==> config.mk <==
export PLATFORM = sky130hd
export DESIGN_NAME = fspg_guard
export DESIGN_NICKNAME = d
export VERILOG_FILES = /design/src/core/fspg_pkg.sv /design/src/core/fspg_key_seq.sv /design/src/core/fspg_guard.sv
export SDC_FILE = /design/constraint.sdc
export NUM_CORES = 1
export LEC_CHECK = 0
export BUFFER_PORTS_ARGS = -buffer_cell sky130_fd_sc_hd__buf_2
export CAP_MARGIN = 20
export CELL_PAD_IN_SITES_DETAIL_PLACEMENT = 1
export CELL_PAD_IN_SITES_GLOBAL_PLACEMENT = 2
export CORE_UTILIZATION = 27
export CTS_CLUSTER_DIAMETER = 80
export DETAILED_ROUTE_END_ITERATION = 12
export PLACE_DENSITY_LB_ADDON = 0.1
export SLEW_MARGIN = 10
export SYNTH_ARGS = -nofsm -noshare
export SYNTH_HDL_FRONTEND = slang
export SYNTH_HIERARCHICAL = 1
export SYNTH_SLANG_ARGS = --single-unit
==> constraint.sdc <==
create_clock -name clk -period 1.8 [get_ports clk]
set_clock_uncertainty 0.05 [all_clocks]
set_input_delay 0.36 -clock clk [delete_from_list [all_inputs] [get_ports clk]]
set_output_delay 0.36 -clock clk [all_outputs]
set_load 0.02 [all_outputs]
==> src/core/fspg_pkg.sv <==
// Purpose: shared constants and types for the flash self-program guard
// Assumes: byte-wide peripheral registers on a 16-bit address space
// Notes:   each offset and field position, and the status, protect, value and read-data reset values, is named once here

package fspg_pkg;

	// register byte addresses
	localparam logic [15:0] FSPG_ADDR_KEY    = 16'hffa0;
	localparam logic [15:0] FSPG_ADDR_STATUS = 16'hffa1;
	localparam logic [15:0] FSPG_ADDR_MODE   = 16'hffa2;

	// key value that opens an update of the mode control register
	localparam logic [7:0] FSPG_KEY_VALUE = 8'ha5;

	// byte-lane mask of a full 8-bit store
	localparam logic [7:0] FSPG_MASK_FULL = 8'hff;

	// mode control register layout
	localparam int FSPG_MODE_SEL_BIT = 0;
	localparam int FSPG_PROT_LSB     = 2;
	localparam int FSPG_PROT_W       = 5;

	// status register layout
	localparam int FSPG_ST_KEY_ERR = 0;
	localparam int FSPG_ST_VERIFY  = 1;
	localparam int FSPG_ST_AREA    = 2;
	localparam int FSPG_ST_W       = 3;

	// reset values
	localparam logic [FSPG_ST_W-1:0]   FSPG_STATUS_RESET = 3'h0;
	localparam logic [FSPG_PROT_W-1:0] FSPG_PROT_RESET   = 5'h00;
	localparam logic [7:0]             FSPG_VALUE_RESET  = 8'h00;
	localparam logic [7:0]             FSPG_RDATA_RESET  = 8'h00;

	// one register-port request
	typedef struct packed {
		logic [15:0] addr;
		logic [7:0]  wdata;
		logic [7:0]  wmask;
		logic        wr;
		logic        rd;
	} fspg_bus_req_t;

	// result of one flash command, valid with done
	typedef struct packed {
		logic done;
		logic verify_fail;
		logic area_protected;
	} fspg_flash_res_t;

	// keyed update progress
	typedef enum logic [1:0] {
		FSPG_SEQ_IDLE    = 2'b00,
		FSPG_SEQ_KEYED   = 2'b01,
		FSPG_SEQ_VALUE   = 2'b10,
		FSPG_SEQ_INVERSE = 2'b11
	} fspg_seq_state_t;

	// flash command launched by halt
	typedef enum logic {
		FSPG_PROG_IDLE = 1'b0,
		FSPG_PROG_WAIT = 1'b1
	} fspg_prog_state_t;

endpackage

==> src/core/fspg_key_seq.sv <==
// Purpose: checks the four-store keyed update of the mode control register
// Assumes: one store per cycle at most, all stores on clk
// Notes:   commit and key_error are combinational pulses in the cycle of the store; commit_value is held in a register

`timescale 1ns/1ps

module fspg_key_seq (
	input  wire logic       clk,
	input  wire logic       rst,
	input  wire logic       store,
	input  wire logic       full_byte,
	input  wire logic       to_key,
	input  wire logic       to_mode,
	input  wire logic [7:0] wdata,
	output logic            commit,
	output logic [7:0]      commit_value,
	output logic            key_error
);

	fspg_pkg::fspg_seq_state_t state_reg;
	fspg_pkg::fspg_seq_state_t state_next;
	logic [7:0]                value_reg;
	logic                      mode_ok;

	// a partial store never counts as a step: the mode register takes bytes only
	assign mode_ok      = to_mode & full_byte;
	assign commit_value = value_reg;

	// step decode; any break drops back to idle so a new key is needed
	always_comb begin
		state_next = state_reg;
		commit     = 1'b0;
		key_error  = 1'b0;
		if (store) begin
			unique case (state_reg)
				fspg_pkg::FSPG_SEQ_IDLE: begin
					if (to_key) begin
						if (full_byte && wdata == fspg_pkg::FSPG_KEY_VALUE) begin
							state_next = fspg_pkg::FSPG_SEQ_KEYED;
						end else begin
							key_error = 1'b1;
						end
					end
				end
				fspg_pkg::FSPG_SEQ_KEYED: begin
					if (mode_ok) begin
						state_next = fspg_pkg::FSPG_SEQ_VALUE;
					end else begin
						key_error  = 1'b1;
						state_next = fspg_pkg::FSPG_SEQ_IDLE;
					end
				end
				fspg_pkg::FSPG_SEQ_VALUE: begin
					if (mode_ok && wdata == ~value_reg) begin
						state_next = fspg_pkg::FSPG_SEQ_INVERSE;
					end else begin
						key_error  = 1'b1;
						state_next = fspg_pkg::FSPG_SEQ_IDLE;
					end
				end
				fspg_pkg::FSPG_SEQ_INVERSE: begin
					state_next = fspg_pkg::FSPG_SEQ_IDLE;
					if (mode_ok && wdata == value_reg) begin
						commit = 1'b1;
					end else begin
						key_error = 1'b1;
					end
				end
			endcase
		end
	end

	// step state
	always_ff @(posedge clk or posedge rst) begin
		if (rst) begin
			state_reg <= fspg_pkg::FSPG_SEQ_IDLE;
		end else begin
			state_reg <= state_next;
		end
	end

	// target value kept from the second step
	always_ff @(posedge clk or posedge rst) begin
		if (rst) begin
			value_reg <= fspg_pkg::FSPG_VALUE_RESET;
		end else if (store && mode_ok && state_reg == fspg_pkg::FSPG_SEQ_KEYED) begin
			value_reg <= wdata;
		end
	end

endmodule // fspg_key_seq

==> src/core/fspg_guard.sv <==
// Purpose: mode control, keyed unlock and error status for flash self programming
// Assumes: cpu, flash sequencer and protect byte all run on clk
// Notes:   command, pointer and write buffer registers live elsewhere

`timescale 1ns/1ps

module fspg_guard #(
	parameter bit VERIFY_ON_PROTECT = 1'b1
) (
	input  wire logic                            clk,
	input  wire logic                            rst,
	input  wire fspg_pkg::fspg_bus_req_t         bus_req,
	output logic [7:0]                           bus_rdata,
	input  wire logic [fspg_pkg::FSPG_PROT_W-1:0] protect_byte_in,
	input  wire logic                            cpu_halt,
	input  wire fspg_pkg::fspg_flash_res_t       flash_res,
	output logic                                 prog_start,
	output logic                                 prog_busy,
	output logic                                 halt_release,
	output logic                                 self_program_select,
	output logic                                 fetch_all_allowed,
	output logic                                 irq_defer
);

	// decoded register-port traffic
	logic                              hit_key;
	logic                              hit_status;
	logic                              hit_mode;
	logic                              full_byte;
	logic                              store;

	// keyed update results
	logic                              seq_commit;
	logic [7:0]                        seq_value;
	logic                              seq_error;

	// mode control state
	logic                              mode_sel_reg;
	logic                              fetch_all_reg;
	logic                              irq_defer_reg;
	logic [fspg_pkg::FSPG_PROT_W-1:0]  prot_reg;
	logic                              prot_load_reg;

	// status flags and their set and clear terms
	logic [fspg_pkg::FSPG_ST_W-1:0]    status_reg;
	logic [fspg_pkg::FSPG_ST_W-1:0]    status_set;
	logic [fspg_pkg::FSPG_ST_W-1:0]    status_clr;

	// flash command sequencing
	fspg_pkg::fspg_prog_state_t        prog_state_reg;
	logic                              prog_start_reg;
	logic                              prog_busy_reg;
	logic                              halt_release_reg;
	logic                              cmd_done;

	// read path
	logic [7:0]                        rdata_reg;
	logic [7:0]                        rdata_next;
	logic [7:0]                        mode_view;
	logic [7:0]                        status_view;

	// address decode; every store on this port is a peripheral store
	assign hit_key    = (bus_req.addr == fspg_pkg::FSPG_ADDR_KEY);
	assign hit_status = (bus_req.addr == fspg_pkg::FSPG_ADDR_STATUS);
	assign hit_mode   = (bus_req.addr == fspg_pkg::FSPG_ADDR_MODE);
	assign full_byte  = (bus_req.wmask == fspg_pkg::FSPG_MASK_FULL);
	assign store      = bus_req.wr;

	// keyed update checker; it also watches stores to foreign registers
	fspg_key_seq u_key_seq (
		.clk          (clk),
		.rst          (rst),
		.store        (store),
		.full_byte    (full_byte),
		.to_key       (hit_key),
		.to_mode      (hit_mode),
		.wdata        (bus_req.wdata),
		.commit       (seq_commit),
		.commit_value (seq_value),
		.key_error    (seq_error)
	);

	// mode bit: only the fourth keyed store moves it, a broken
	// sequence leaves it untouched; cleared by reset
	always_ff @(posedge clk or posedge rst) begin
		if (rst) begin
			mode_sel_reg <= 1'b0;
		end else if (seq_commit) begin
			mode_sel_reg <= seq_value[fspg_pkg::FSPG_MODE_SEL_BIT];
		end
	end

	// fetch permission tracks the mode bit but is its own flop
	// so the output needs no gate after the register
	always_ff @(posedge clk or posedge rst) begin
		if (rst) begin
			fetch_all_reg <= 1'b1;
		end else if (seq_commit) begin
			fetch_all_reg <= ~seq_value[fspg_pkg::FSPG_MODE_SEL_BIT];
		end
	end

	// interrupt deferral follows the mode bit in the same cycle
	always_ff @(posedge clk or posedge rst) begin
		if (rst) begin
			irq_defer_reg <= 1'b0;
		end else if (seq_commit) begin
			irq_defer_reg <= seq_value[fspg_pkg::FSPG_MODE_SEL_BIT];
		end
	end

	// protect setting: async reset may only load a constant, so the
	// protect byte is caught by the first clock edge after release
	always_ff @(posedge clk or posedge rst) begin
		if (rst) begin
			prot_reg      <= fspg_pkg::FSPG_PROT_RESET;
			prot_load_reg <= 1'b1;
		end else if (prot_load_reg) begin
			prot_reg      <= protect_byte_in;
			prot_load_reg <= 1'b0;
		end
	end

	// halt with the mode bit set launches the loaded command; the cpu
	// stays halted, so no stores arrive until the release pulse
	always_ff @(posedge clk or posedge rst) begin
		if (rst) begin
			prog_state_reg   <= fspg_pkg::FSPG_PROG_IDLE;
			prog_start_reg   <= 1'b0;
			prog_busy_reg    <= 1'b0;
			halt_release_reg <= 1'b0;
		end else begin
			prog_start_reg   <= 1'b0;
			halt_release_reg <= 1'b0;
			unique case (prog_state_reg)
				fspg_pkg::FSPG_PROG_IDLE: begin
					if (cpu_halt && mode_sel_reg) begin
						prog_state_reg <= fspg_pkg::FSPG_PROG_WAIT;
						prog_start_reg <= 1'b1;
						prog_busy_reg  <= 1'b1;
					end
				end
				fspg_pkg::FSPG_PROG_WAIT: begin
					if (flash_res.done) begin
						prog_state_reg   <= fspg_pkg::FSPG_PROG_IDLE;
						prog_busy_reg    <= 1'b0;
						halt_release_reg <= 1'b1;
					end
				end
			endcase
		end
	end

	// a done strobe outside a launched command is ignored
	assign cmd_done = flash_res.done && (prog_state_reg == fspg_pkg::FSPG_PROG_WAIT);

	// hardware set terms for each flag
	always_comb begin
		status_set = '0;
		status_set[fspg_pkg::FSPG_ST_KEY_ERR] = seq_error;
		status_set[fspg_pkg::FSPG_ST_VERIFY]  = cmd_done &&
			(flash_res.verify_fail ||
			(VERIFY_ON_PROTECT && flash_res.area_protected));
		status_set[fspg_pkg::FSPG_ST_AREA]    = cmd_done &&
			flash_res.area_protected;
	end

	// status flags: writing 0 clears, writing 1 keeps; a bit store
	// only touches the lane its mask selects; set beats clear
	genvar gi;
	generate
		for (gi = 0; gi < fspg_pkg::FSPG_ST_W; gi++) begin : g_flag
			assign status_clr[gi] = store && hit_status &&
				bus_req.wmask[gi] && !bus_req.wdata[gi];
			always_ff @(posedge clk or posedge rst) begin
				if (rst) begin
					status_reg[gi] <= fspg_pkg::FSPG_STATUS_RESET[gi];
				end else if (status_set[gi]) begin
					status_reg[gi] <= 1'b1;
				end else if (status_clr[gi]) begin
					status_reg[gi] <= 1'b0;
				end
			end
		end
	endgenerate

	// register views; protect bits read back the latched byte and the
	// unused positions read zero, writes never reach them
	always_comb begin
		mode_view = '0;
		mode_view[fspg_pkg::FSPG_MODE_SEL_BIT] = mode_sel_reg;
		mode_view[fspg_pkg::FSPG_PROT_LSB +: fspg_pkg::FSPG_PROT_W] = prot_reg;
		status_view = '0;
		status_view[fspg_pkg::FSPG_ST_W-1:0] = status_reg;
	end

	// read mux; key register is write-only and unmapped addresses read zero
	always_comb begin
		rdata_next = fspg_pkg::FSPG_RDATA_RESET;
		if (bus_req.rd) begin
			if (hit_mode) begin
				rdata_next = mode_view;
			end else if (hit_status) begin
				rdata_next = status_view;
			end
		end
	end

	// read data stands only in the cycle after the strobe
	always_ff @(posedge clk or posedge rst) begin
		if (rst) begin
			rdata_reg <= fspg_pkg::FSPG_RDATA_RESET;
		end else begin
			rdata_reg <= rdata_next;
		end
	end

	// outputs, each straight from a flop
	assign bus_rdata           = rdata_reg;
	assign prog_start          = prog_start_reg;
	assign prog_busy           = prog_busy_reg;
	assign halt_release        = halt_release_reg;
	assign self_program_select = mode_sel_reg;
	assign fetch_all_allowed   = fetch_all_reg;
	assign irq_defer           = irq_defer_reg;

endmodule // fspg_guard

* Yosys cells after proc, flatten, opt, wreduce, memory -nomap -nowiden
Index checks and enable logic that the tools add are counted.
Storage, ports and cells: output and inout port bits 14, bits in writable memories 0, register bits 33, input bits 45, bits in read-only memories 0, bits in latches 0, memories 0
Operators by class: order comparisons 0, equal/unequal tests 14, mux-type cells 33, $add $sub $neg 0, multiply operators 0, shifts and indexed selects 0, reduce and logical (&&, ||, !) cells 26, div/mod/pow operators 0, bitwise logic cells 4
Operator list (count):
- $eq 16x16->1 const B | 3
- $mux 1 | 22
- $eq 8x8->1 | 2
- $eq 8x8->1 const B | 2
- $logic_and 1x1->1 | 16
- $mux 7 | 2
- $mux 2 | 4
- $not 8->8 | 1
- $pmux 2 s4 | 1
- $ne 2x2->1 const B | 3
- $reduce_bool 2->1 | 3
- $eq 2x2->1 const B | 2
- $pmux 1 s2 | 2
- $pmux 1 s4 | 1
- $logic_not 1->1 | 3
- $mux 3 | 1
- $reduce_and 3->1 | 1
- $eq 2x1->1 const B | 1
- $logic_not 2->1 | 1
- $ne 2x1->1 const B | 1
- $not 1->1 | 2
- $reduce_and 2->1 | 1
- $and 1x1->1 | 1
- $logic_or 1x1->1 | 1

* Longest topological paths before layout
depth after elaboration 7, depth in mapped cells 11

* Modules after synthesis
The synthesis kept the hierarchy.
By module, submodules not included:
- fspg_guard | sequential area each 553.0 sq um, cells each 81, area each 980.9 sq um, times used 1
- fspg_key_seq | sequential area each 250.2 sq um, cells each 51, area each 579.3 sq um, times used 1

* Least setup slack after synthesis
No wires, ideal clock.
path type input-to-reg, start point input port bus_req[22] in the netlist's numbering, end point register irq_defer_reg, in the netlist irq_defer, data arrival time 2344 ps, setup time 125 ps, buffers on the path 1, path slack -719 ps, stages 8, cell sequence nand4b_1 > or4_4 > buf_6 > nor2_1 > nand3_1 > nor4_1 > and3_1 > mux2_2
On the way: longest elaborated chain between the ends 6
Ends and longest elaborated chain:
- from (decl) | line fspg_guard.sv:12 | input wire fspg_pkg::fspg_bus_req_t bus_req,
- $eq 16x16->1 | line fspg_guard.sv:65 | assign hit_mode = (bus_req.addr == fspg_pkg::FSPG_ADDR_MODE);
- via hit_mode | line fspg_guard.sv:28 | logic hit_mode;
- $and 1x1->1 | line fspg_key_seq.sv:26 | assign mode_ok = to_mode & full_byte;
- $logic_and 1x1->1 | line fspg_key_seq.sv:63 | if (mode_ok && wdata == value_reg) begin
- $mux 1 | line fspg_key_seq.sv:63
- $mux 1 | line fspg_key_seq.sv:35 | unique case (state_reg)
- $mux 1 | line fspg_key_seq.sv:34 | if (store) begin
- via seq_commit | line fspg_guard.sv:33 | logic seq_commit;
- to (signal assigned) | line fspg_guard.sv:108 | irq_defer_reg <= seq_value[fspg_pkg::FSPG_MODE_SEL_BIT];
- to (decl) | line fspg_guard.sv:40 | logic irq_defer_reg;
The timed path passes the listed nets, and every way through them passes these cells. A chain may end at the register's enable or synchronous reset.

* Final worst setup path
Ends and elaborated chain as after synthesis.

==> impl_summary.md <==
Routing
The post-detailed-route via-to-cell ratio is 4.52. The first TritonRoute pass finished after 4 iterations. The total routed wire length on the met1 layer is 1.72 mm.

The post-detailed-route count of antenna-violating nets is 0. The highest routing layer actually used is met4. The total vias in the final route is between 1000 and 1500. The post-detailed-routing wire length is 4.15 mm.

The wire length per cell is around 14 um. The met3 wire length is 145 um. The number of DRC markers after the initial detailed-route iteration is 46. The routed wire length on met2 is 2.24 mm. In the routed design, unresolved DRC markers number 0.

Clocking
The H-tree was split into 2 levels. The later pin in the worst-skew pair is clocked with a latency of roughly 0.28 ns. The clock-pin slew reported for the worst setup and hold paths after clock tree synthesis is 0.06 ns. The number of clock buffers added by TritonCTS is 5. The maximum clock path buffer count is 2. TritonCTS built the clock tree. The clock net in this run drives a total of 32 sinks. Buffers inserted to repair hold after CTS numbered 0. The clock root buffer is sky130_fd_sc_hd__clkbuf_8.

Finish
In the final layout, the multi-input gates occupy 795 sq um. The area growth from synthesis to layout is 47.6%. Of the cells placed in the final design, the portion with a size suffix greater than 1 is 55.0%. Across the whole layout, storage elements account for ~800 sq um. The flip-flop count of the largest register after layout is 8. The final-layout fill cell count is 654. The net count of the finished layout is 266. The number of antenna diodes in the final layout is 0.

Timing
The post-route fraction of the period consumed by the critical path is 112%. The setup slack of the critical path after layout is -0.218 ns. The setup total negative slack is -2.30 ns.

The highest attainable clock frequency is 0.496 GHz. Counting I/O delays and the setup requirement, the final critical path takes 2.02 ns. The final number of setup-violating endpoints is 13.

Setup repair after global routing could not meet its margin everywhere. The total count of max-transition violations in the final report is 0. The hold violation total from the final report is 0.

Place
At the placement stage, the worst setup path has a slack of -0.575 ns. The half-perimeter wire length after placement is 3.38 mm. Input and output buffers added on the ports amount to 57. The final estimated routing congestion in global placement is just under 0.8.

Setup path
The setup check on the worst reg-to-reg path leaves a slack of -0.05 ns. Data on the critical path arrives at its endpoint at roughly 2.1 ns. The largest fanout on the critical path is 3. The signal on the critical path passes through buf_6, nand4b_1, or4_4, nor2_4, nand3_4, nor4_4, and3_1, mux2_2. The start-to-end type of the worst setup path is in2reg. The kind of end point of the critical path is a flip-flop.

The critical path data required time is approximately 1.9 ns. On the worst path, the slowest cell contributes a delay of about 0.55 ns. The largest individual stage delay along the critical path comes from the cell sky130_fd_sc_hd__or4_4. STA classifies the critical path startpoint as an input pin.

Pwr
The part of the power in combinational logic is between 10% and 20%. The power density over the cells is 627 mW/mm^2. Summed over all nets, the switching power comes to approximately 0.00035 W. The worst IR drop on VDD is 0.000217 V. The switching part of the total power is between 20% and 30%.

The internal power of the cells totals 0.00110 W. Per report_power, the sequential group accounts for 51.4% of the total. The fraction of power consumed by the clock network is 36.4%. The analysis attributes to cell leakage a power of 1.12 nW.

Synthesis
The top flip-flop cell by instance count after synthesis is sky130_fd_sc_hd__dfrtp_1. Sorting the synthesized cells by how often they occur yields sky130_fd_sc_hd__dfrtp_1 (30), sky130_fd_sc_hd__mux2_2 (14), sky130_fd_sc_hd__nand2_1 (9), sky130_fd_sc_hd__xnor2_1 (8). The top cell type by total area after synthesis is sky130_fd_sc_hd__dfrtp_1. The top cell type by area accounts for about half of the synthesized area.

The count of cell types in the netlist is between 40 and 50. The summed instance area of the synthesized netlist is 0.00156 sq mm. The instance count of the mapped netlist is 132. Of all flip-flops after synthesis, the portion carrying an async set or reset was 100%. The most common cell in the synthesized netlist is sky130_fd_sc_hd__dfrtp_1. In this run the mean area of a mapped cell was between 10 and 15 sq um. After synthesis, the cell types taking the most area are sky130_fd_sc_hd__dfrtp_1 (48%), sky130_fd_sc_hd__mux2_2 (10%), sky130_fd_sc_hd__xnor2_1 (4.5%), sky130_fd_sc_hd__dfstp_2 (3.4%), sky130_fd_sc_hd__nor3_2 (3.2%).

Yosys printed 6 warnings. Of the synthesized area, sequential elements account for 51.5%. Counting flops with a built-in enable in the synthesized netlist gives 0. The synthesized design contains 32 register bits.

Floorplanning
The initial cell density of the core is between 20% and 30%. The floorplan step defined a die boundary enclosing a little over 0.006 sq mm. Pin placement for this block handled 59 I/O pins.

The floorplan step set the die height to between 70 and 80 um. The standard cell core area is 0.00554 sq mm. The total number of placement rows is 27.

The horizontal die dimension is 78.0 um.

Global routing
The maximum number of pins on one net before global-route repair is 23. The initial antenna violation count is 0. The global-route usage over all layers is 15.4%. The wire length of the first global-routing pass is 7.17 mm. Summed over all layers, the global routing overflow is 0. The via count of the first global-routing pass was between 1000 and 1500.

Status
The final reports fail on setup timing. The flow ran to the end, but the final reports show violations.

Worst hold path
The type of the most critical hold path is in2async.

Job
Max-cap violations in this run came to 0.
-- worst paths after layout --
kind                                        startpoint                        end  depth (start not counted)
worst max-delay path                       bus_req[22]                  irq_defer                          8
worst min-delay path                               rst  u_key_seq/commit_value[2]                          2
max in group asynchronous                          rst              prot_load_reg                          3
min in group clk                    protect_byte_in[2]                prot_reg[2]                          2
worst min register to register       fetch_all_allowed          fetch_all_allowed                          2
worst max register to register  u_key_seq/state_reg[0]              status_reg[0]                          7
-- placed cells by master, fill, tap and decap left out, drive strengths merged, types with 2 or more instances in the layout --
cell type / Yosys / layout
a22oi: 2 / 2
and3: 2 / 2
buf: 3 / 84
clkbuf: 0 / 7
conb: 1 / 2
dfrtp: 30 / 30
dfstp: 2 / 2
inv: 6 / 6
mux2: 14 / 14
nand2: 9 / 9
nand2b: 3 / 3
nand3: 3 / 3
nand4: 5 / 5
nand4b: 3 / 3
nor2: 6 / 6
nor2b: 3 / 3
nor3: 9 / 9
nor3b: 2 / 2
nor4: 2 / 2
o22a: 2 / 2
or4: 2 / 2
xnor2: 8 / 8
-- worst max-delay path: cells and delay by family --
kind,cells,cell delay (ns)
and+or+nand+nor,6,1.35
muxes,1,0.33
buffers and inverters,1,0.08
-- routing by layer --
metal / GRT usage, % / vias to the layer above
li1: - / 650
met1: 17.6 / 651
met5: 0 / -
met2: 28.3 / 25
met3: 3.37 / 4
met4: 5.00 / 0
-- metrics by stage --
step           power, W  cells  cell area (sq um)  utilization, %  hold WS [ns]
2_1_floorplan  0.000823    133               1610               -         0.150
3_3_place_gp   0.000923    284               2140            38.6         0.327
3_5_place_dp   0.000928    284               2140            38.6         0.333
4_1_cts         0.00147    294               2290            41.4        0.0335
5_1_grt         0.00153    294               2300            41.6        0.0427
6_report        0.00144    294               2300            41.6        0.0236
-- layout make-up --
cell class,instances,area share [%]
multi-input combinational,92,34.5
clock buffer,7,3.31
tap,72,3.91
timing repair buffer,84,22.2
inverter,6,0.978
sequential,32,34.9
clock inverter,1,0.217
-- cells by family after synthesis --
logic type / share of synthesized area [%]
AO/OA/AOI/OAI: 6.18
XOR/XNOR: 4.49
buffers and inverters: 3.13
flip-flops: 51.5
multiplexers: 10.7
other: 0.240
AND/OR/NAND/NOR: 23.7
-- power by group through the flow --
| stage | logic (W) | registers [W] | clock network (W) |
|---|---|---|---|
| 2_1_floorplan | 0.0000684 | 0.000755 | 0 |
| 3_3_place_gp | 0.000167 | 0.000756 | 0 |
| 3_5_place_dp | 0.000171 | 0.000757 | 0 |
| 4_1_cts | 0.000178 | 0.000743 | 0.000546 |
| 5_1_grt | 0.000195 | 0.000744 | 0.000587 |
| 6_report | 0.000175 | 0.000743 | 0.000526 |
-- repair_timing --
item	in CTS	in global routing
setup buffers	2	0
pin swaps	10	4
gates resized for setup	12	2
endpoints found under the setup margin	13	13
cloned	0	0
No activity file was read; power rests on OpenSTA's default activity.
